===== src/addr_front_pkg.sv =====
// Package of constants and types for the address front end.
// Assumes a single 50 MHz bus clock domain.
package addr_front_pkg;
	localparam int          ADDR_MSB       = 31;
	localparam int          ADDR_LSB       = 2;
	localparam int          SNOOP_LSB      = 4;
	localparam int          MASK_BIT       = 20;
	localparam int          PHYS_W         = ADDR_MSB - ADDR_LSB + 1;
	localparam int          SNOOP_W        = ADDR_MSB - SNOOP_LSB + 1;
	localparam logic [29:0] PHYS_RESET     = 30'h0000_0000;
	localparam logic        MASK_N_RESET   = 1'b1;
	localparam logic        STROBE_N_RESET = 1'b1;
	typedef logic [PHYS_W-1:0]  phys_addr_t;
	typedef logic [SNOOP_W-1:0] snoop_addr_t;
	typedef enum logic [1:0] {BUS_IDLE, BUS_ADDR, BUS_DATA} bus_state_t;
endpackage


===== src/addr_sync_if.sv =====
// Interface carrying the synchronised hold and mask levels between modules.
// Assumes both modules share the bus clock.
`timescale 1ns/1ps
interface addr_sync_if;
	logic mask_n;
	logic addr_hold_req;
	logic bhold;
	logic snoop_stb_n;
	modport src (output mask_n, output addr_hold_req, output bhold, output snoop_stb_n);
	modport dst (input mask_n, input addr_hold_req, input bhold, input snoop_stb_n);
endinterface


===== src/addr_in_sync.sv =====
// Two-stage synchronisers for the asynchronous pin inputs.
// Assumes pins arrive from outside the bus clock domain.
`timescale 1ns/1ps
module addr_in_sync
	import addr_front_pkg::*;
(
	input  wire logic  sys_clk_in,
	input  wire logic  reset_in,
	input  wire logic  addr_bit20_mask_n_in,
	input  wire logic  addr_hold_req_in,
	input  wire logic  bus_hold_in,
	input  wire logic  ext_snoop_strobe_n_in,
	addr_sync_if.src   sync
);
	localparam int           N       = 4;
	localparam logic [N-1:0] RST_VAL = {1'b1, 1'b0, 1'b0, MASK_N_RESET};
	logic [N-1:0] pins;
	logic [N-1:0] s1_r;
	logic [N-1:0] s2_r;
	logic [N-1:0] s1_nxt;
	assign pins    = {ext_snoop_strobe_n_in, bus_hold_in, addr_hold_req_in, addr_bit20_mask_n_in};
	always_comb begin
		s1_nxt = pins;
	end
	always_ff @(posedge sys_clk_in or posedge reset_in) begin
		if (reset_in) begin
			s1_r <= RST_VAL;
			s2_r <= RST_VAL;
		end else begin
			s1_r <= s1_nxt;
			s2_r <= s1_r;
		end
	end
	assign sync.mask_n      = s2_r[0];
	assign sync.addr_hold_req       = s2_r[1];
	assign sync.bhold       = s2_r[2];
	assign sync.snoop_stb_n = s2_r[3];
endmodule


===== src/addr_front.sv =====
// Address front end: address bus, address strobe, mask of bit 20, snoop capture.
// Assumes a core request port on the bus clock and pin inputs from outside it.
// What this block does
// - While the bit 20 mask input is low, bit 20 is forced to zero for lookups and memory bus cycles; I/O cycles pass unmasked.
// - The address bus carries the memory or I/O address of every cycle started.
// - During snoops in bus hold or address hold the upper address lines are taken in and used to invalidate a cache line.
// - The address bus floats in bus hold or address hold; the strobe floats in bus hold only.
// - The strobe goes low only with a valid cycle definition and address.
// - The strobe asserts in the same clock as the new address is first driven.
// - The strobe is active low and floats in bus hold.
// - After address hold is seen the address bus stops driving in the next clock.
`timescale 1ns/1ps
module addr_front
	import addr_front_pkg::*;
(
	input  wire logic                     sys_clk_in,
	input  wire logic                     reset_in,
	input  wire logic                     addr_bit20_mask_n_in,
	input  wire logic                     addr_hold_req_in,
	input  wire logic                     bus_hold_in,
	input  wire logic                     ext_snoop_strobe_n_in,
	input  wire logic                     cyc_req_in,
	input  wire logic                     cyc_mem_in,
	input  wire addr_front_pkg::phys_addr_t cyc_addr_in,
	input  wire logic                     cyc_done_in,
	input  wire addr_front_pkg::phys_addr_t lookup_addr_in,
	input  wire addr_front_pkg::snoop_addr_t phys_addr_bus_hi_in,
	output logic                          cyc_taken_out,
	output addr_front_pkg::phys_addr_t    lookup_addr_out,
	output addr_front_pkg::phys_addr_t    phys_addr_bus_out,
	output logic                          phys_addr_bus_oe_out,
	output logic                          addr_strobe_n_out,
	output logic                          addr_strobe_n_oe_out,
	output logic                          inval_valid_out,
	output addr_front_pkg::snoop_addr_t   inval_addr_out
);
	import addr_front_pkg::*;

	addr_sync_if sync ();

	addr_in_sync u_sync (
		.sys_clk_in            (sys_clk_in),
		.reset_in              (reset_in),
		.addr_bit20_mask_n_in  (addr_bit20_mask_n_in),
		.addr_hold_req_in      (addr_hold_req_in),
		.bus_hold_in           (bus_hold_in),
		.ext_snoop_strobe_n_in (ext_snoop_strobe_n_in),
		.sync                  (sync)
	);

	// Clears bit 20 of a word address when the mask is active.
	function automatic phys_addr_t apply_mask(input phys_addr_t a, input logic mask_n);
		phys_addr_t r;
		r = a;
		if (!mask_n) begin
			r[MASK_BIT-ADDR_LSB] = 1'b0;
		end
		return r;
	endfunction

	// Snoop data sampled from the pins, two-stage like every other pin input.
	snoop_addr_t snp1_r;
	snoop_addr_t snp2_r;
	always_ff @(posedge sys_clk_in or posedge reset_in) begin
		if (reset_in) begin
			snp1_r <= '0;
			snp2_r <= '0;
		end else begin
			snp1_r <= phys_addr_bus_hi_in;
			snp2_r <= snp1_r;
		end
	end

	bus_state_t  state_r, state_nxt;
	phys_addr_t  addr_r, addr_nxt;
	logic        oe_r, oe_nxt;
	logic        stb_r, stb_nxt;
	logic        stb_oe_r, stb_oe_nxt;
	logic        taken_r, taken_nxt;
	phys_addr_t  look_r, look_nxt;
	logic        inv_r, inv_nxt;
	snoop_addr_t inv_a_r, inv_a_nxt;
	logic        snp_prev_r, snp_prev_nxt;
	logic        hold_any;

	assign hold_any = sync.addr_hold_req | sync.bhold;

	always_comb begin
		state_nxt    = state_r;
		addr_nxt     = addr_r;
		stb_nxt      = STROBE_N_RESET;
		taken_nxt    = 1'b0;
		oe_nxt       = !hold_any;
		stb_oe_nxt   = !sync.bhold;
		look_nxt     = apply_mask(lookup_addr_in, sync.mask_n);
		unique case (state_r)
			BUS_IDLE: begin
				if (cyc_req_in && !hold_any) begin
					addr_nxt  = cyc_mem_in ? apply_mask(cyc_addr_in, sync.mask_n) : cyc_addr_in;
					stb_nxt   = 1'b0;
					taken_nxt = 1'b1;
					state_nxt = BUS_ADDR;
				end
			end
			BUS_ADDR: begin
				state_nxt = cyc_done_in ? BUS_IDLE : BUS_DATA;
			end
			BUS_DATA: begin
				if (cyc_done_in) begin
					state_nxt = BUS_IDLE;
				end
			end
			// The unused fourth code falls back to idle.
			default: begin
				state_nxt = BUS_IDLE;
			end
		endcase
		snp_prev_nxt = sync.snoop_stb_n;
		inv_nxt      = 1'b0;
		inv_a_nxt    = inv_a_r;
		if (hold_any && !sync.snoop_stb_n && snp_prev_r) begin
			inv_nxt   = 1'b1;
			inv_a_nxt = snp2_r;
		end
	end

	always_ff @(posedge sys_clk_in or posedge reset_in) begin
		if (reset_in) begin
			state_r    <= BUS_IDLE;
			addr_r     <= PHYS_RESET;
			oe_r       <= 1'b0;
			stb_r      <= STROBE_N_RESET;
			stb_oe_r   <= 1'b0;
			taken_r    <= 1'b0;
			look_r     <= PHYS_RESET;
			inv_r      <= 1'b0;
			inv_a_r    <= '0;
			snp_prev_r <= 1'b1;
		end else begin
			state_r    <= state_nxt;
			addr_r     <= addr_nxt;
			oe_r       <= oe_nxt;
			stb_r      <= stb_nxt;
			stb_oe_r   <= stb_oe_nxt;
			taken_r    <= taken_nxt;
			look_r     <= look_nxt;
			inv_r      <= inv_nxt;
			inv_a_r    <= inv_a_nxt;
			snp_prev_r <= snp_prev_nxt;
		end
	end

	assign phys_addr_bus_out    = addr_r;
	assign phys_addr_bus_oe_out = oe_r;
	assign addr_strobe_n_out    = stb_r;
	assign addr_strobe_n_oe_out = stb_oe_r;
	assign cyc_taken_out        = taken_r;
	assign lookup_addr_out      = look_r;
	assign inval_valid_out      = inv_r;
	assign inval_addr_out       = inv_a_r;
endmodule


===== config.mk =====
export PLATFORM = sky130hd
export DESIGN_NAME = addr_front
export DESIGN_NICKNAME = d
export VERILOG_FILES = /design/src/addr_front_pkg.sv /design/src/addr_sync_if.sv /design/src/addr_in_sync.sv /design/src/addr_front.sv
export SDC_FILE = /design/constraint.sdc
export NUM_CORES = 1
export LEC_CHECK = 0
export ABC_CLOCK_PERIOD_IN_PS = 4700
export BUFFER_PORTS_ARGS = -buffer_cell sky130_fd_sc_hd__buf_2
export CAP_MARGIN = 20
export CORE_ASPECT_RATIO = 1.1
export CORE_MARGIN = 2
export CORE_UTILIZATION = 43
export CTS_CLUSTER_DIAMETER = 80
export CTS_CLUSTER_SIZE = 16
export DETAILED_ROUTE_END_ITERATION = 6
export MAX_ROUTING_LAYER = met4
export PLACE_DENSITY = 0.75
export SYNTH_ARGS = -nofsm -noshare
export SYNTH_HDL_FRONTEND = slang
export SYNTH_SLANG_ARGS = --single-unit

===== constraint.sdc =====
create_clock -name sys_clk_in -period 4.7 [get_ports sys_clk_in]
set_clock_uncertainty 0.05 [all_clocks]
set_input_delay 0.705 -clock sys_clk_in [delete_from_list [all_inputs] [get_ports sys_clk_in]]
set_output_delay 0.705 -clock sys_clk_in [all_outputs]
set_load 0.01 [all_outputs]

==> impl.org <==
** Status
- The flow ran to the end, and the final reports show no timing, DRC or antenna violations.

** CTS
- Number of CTS-inserted buffers :: 17
- Hold buffer count at cts :: 0
- CTS Root Cell :: sky130_fd_sc_hd__clkbuf_16
- CTS tree :: built
- No sink is reached through more buffers than the 2 on the longest clock path.
- Post-CTS repair changed the size of 0 cells.
- After clock tree synthesis, the clock-pin slew on the worst setup and hold paths is 0.06 ns.
- Deepest level of the CTS H-tree :: 4
- Clock Latency Late Sink :: 0.42 ns
- The clock net in this run drives a total of 160 sinks.
- Post-CTS setup buffer count :: 0

** Yosys
- Distinct cell type count of the synthesized netlist :: 17
- Syn nets :: 335
- Yosys top cell area share :: 0.795
- In the synthesized netlist the async set-or-reset flop fraction comes to 1.00.
- Number of register bits inferred by synthesis :: 160
- Post-synthesis cell count :: 238
- Dominant cells by area after synthesis :: sky130_fd_sc_hd__dfrtp_1 79%, sky130_fd_sc_hd__mux2_2 11%, sky130_fd_sc_hd__dfstp_2 3.3%, sky130_fd_sc_hd__mux2_4 2.8%, sky130_fd_sc_hd__buf_6 0.93%
- The largest total area in the synthesized netlist belongs to sky130_fd_sc_hd__dfrtp_1.
- Part of the Yosys area used for sequential elements :: 0.827
- Post-synthesis instance area :: 4850 um2
- Mean instance size in the synthesized netlist :: 20.4 um2
- Most common flop cell mapped by yosys :: sky130_fd_sc_hd__dfrtp_1
- Yosys mapped a number of flops with a built-in enable equal to 0.
- During synthesis, Yosys emitted a total of 0 warnings.

** STA
- The worst pin sits at a relative slew slack of 0.421.
- Based on the critical path, the design can be clocked at up to 0.499 GHz.
- Setup repair after global routing left no endpoint under its margin.
- In the finished design, the share of the clock period the worst path needs comes to 0.426.
- Final total negative setup slack :: 0 ns
- Endpoints failing hold :: 0
- Count of final setup violators :: 0
- Max-slew violation count :: 0
- Transition at the pin with the smallest max-transition slack :: 0.869 ns
- The smallest clock period supported by the final layout is computed as 2.00 ns.

** Pwr
- The analysis attributes to cell leakage a power of 3.26 nW.
- Areal power density over the cells :: 534 nW/um2
- Worst VDD drop :: 0.000317 V
- The design draws 3.53 mW.

** Placed design
- At the end of routability-driven placement, the weighted congestion stood at 0.719.
- Total placed cells including tap cells :: 570
- Post-placement cell area :: 5940 um2
- During placement, the flow inserted port buffers numbering 189.
- Dpl hpwl :: 5950 um

** Floorplanning
- Overall die height :: 115 um
- During I/O placement, the number of pins put on the boundary was 190.
- Die area :: 12100 um2
- Initial Util :: 0.442
- Horizontal die dimension :: 105 um
- In this run the standard cell core region covers 11000 um2.
- The floorplan has 40 rows.

** Worst hold path
- Start point of the worst hold path :: snp1_r[21]
- Class of the worst hold path :: flip-flop to flip-flop

** Global routing
- Global-route wire length before repair :: 14000 um
- In the global route stage, overall resource usage came out at 0.160.
- The via count of the first global-routing pass is 2817.
- Summed over all layers, the global routing overflow is 0.
- Largest net degree at the start of global routing :: 161
- Antenna violations before repair :: 0

** Worst setup path
- Crit Path Max Fanout :: 18
- Arrival @ worst endpoint :: 2.25 ns
- The worst setup path is launched from a flip-flop.
- The worst setup path is captured at a flip-flop.
- The startpoint identified for the worst register-to-register timing path is snp_prev_r.
- Tracing the worst setup path back leads to its startpoint at snp_prev_r.
- Data on the critical path is required at its endpoint by 4.94 ns.
- The worst setup path is of the flip-flop to flip-flop kind.
- The worst register-to-register path has a setup slack of 2.70 ns.

** Drt
- The detailed router finished its first iteration with 83 violations.
- The pre-antenna-repair detailed-routing pass consisted of 4 iterations.
- Detail Route Antenna Nets :: 0
- Avg Vias per Cell :: 4.41
- Aggregate routed wire length :: 8870 um
- The detailed router placed 2656 vias in this run.
- DRC violations left :: 0
- Average detailed-routed wire length per instance :: 14.7 um

** Finish
- The repair_antennas step left the layout with diodes totalling 0.
- Commonest non-fill, non-tap cells in the layout :: 189 x sky130_fd_sc_hd__buf_2, 154 x sky130_fd_sc_hd__dfrtp_1, 48 x sky130_fd_sc_hd__mux2_2, 17 x sky130_fd_sc_hd__clkbuf_16, 9 x sky130_fd_sc_hd__mux2_4
- Area growth from synthesis to layout :: 36.5%
- Leaving out fill and tap cells, the most frequent cell in the layout is sky130_fd_sc_hd__buf_2.
- Fraction of final layout cells sized beyond drive strength 1 :: 0.637
- Once layout is complete, the cells apart from fillers number 602.
- Post-layout nets :: 539
- Post-route design area :: 6620 um2
- Registers take 4010 um2.
- Area of the multi-input gates :: 748 um2
- The layout has 835 filler cells.

** Run
- The tool flagged a number of max-cap violations equal to 0.
-- worst paths after layout --
| kind | to | depth (start not counted) |
|---|---|---|
| max | inval_addr_out[12] | 3 |
| min | snp2_r[21] | 0 |
| max reg2reg | inval_addr_out[12] | 3 |
| min reg2reg | snp2_r[21] | 0 |
| max in group asynchronous | phys_addr_bus_oe_out | 3 |
| min in group asynchronous | inval_addr_out[1] | 3 |
-- logic make-up after synthesis --
family / share of synthesized area
flip-flops: 0.827
multiplexers: 0.141
buffers and inverters: 0.0196
AND/OR/NAND/NOR: 0.00878
AO/OA/AOI/OAI: 0.00103
XOR/XNOR: 0.00181
-- Yosys cell counts (2+ instances only) --
cell type and n:
sky130_fd_sc_hd__buf_6 4, sky130_fd_sc_hd__mux2_2 48, sky130_fd_sc_hd__dfstp_2 6, sky130_fd_sc_hd__dfrtp_1 154, sky130_fd_sc_hd__mux2_4 9, sky130_fd_sc_hd__inv_1 5
sky130_fd_sc_hd__nor2_1 2
-- area by class of cell --
cell class                      instances  share of cell area
Clock buffer                           19              0.0669
Clock inverter                         13              0.0353
Inverter                                6             0.00397
Multi-Input combinational cell         66               0.113
Sequential cell                       160               0.606
Tap cell                              147              0.0278
Timing Repair Buffer                  191               0.147
-- per-layer routing --
metal | vias up | GRT usage | routed length [um]
met3 | 15 | 0.0669 | 632
li1 | 1197 | - | -
met4 | 0 | 0.0747 | 151
met5 | - | - | 0
met1 | 1331 | 0.180 | 3380
met2 | 113 | 0.249 | 4700
-- through the flow --
stage          hold WS [ns]  worst slack (ns)   util
2_1_floorplan         0.281              1.92      -
3_3_place_gp          0.282              2.73  0.542
3_5_place_dp          0.285              2.66  0.542
4_1_cts               0.298              2.65  0.604
5_1_grt               0.302              2.55  0.604
6_report              0.297              2.70  0.604
-- worst max-delay path: stages (launching register included) --
cell and delay [ns]:
sky130_fd_sc_hd__dfstp_2 0.52, sky130_fd_sc_hd__nor3b_4 0.52, sky130_fd_sc_hd__buf_4 0.40, sky130_fd_sc_hd__mux2_2 0.39
-- registers in the layout, indices dropped and copies added, names as in the netlist --
register	count
addr_strobe_n_out	1
snp_prev_r	1
inval_valid_out	1
u_sync.s2_r	4
inval_addr_out	28
phys_addr_bus_oe_out	1
cyc_taken_out	1
snp2_r	28
snp1_r	28
lookup_addr_out	30
addr_strobe_n_oe_out	1
phys_addr_bus_out	30
state_r	2
u_sync.s1_r	4
-- power by group --
part | internal, mW | leakage [nW] | switching, mW
clock network | 1.01 | 0.320 | 0.537
logic | 0.201 | 1.06 | 0.184
registers | 1.53 | 1.88 | 0.0674
Note: power is estimated with default switching activity, not from simulation.
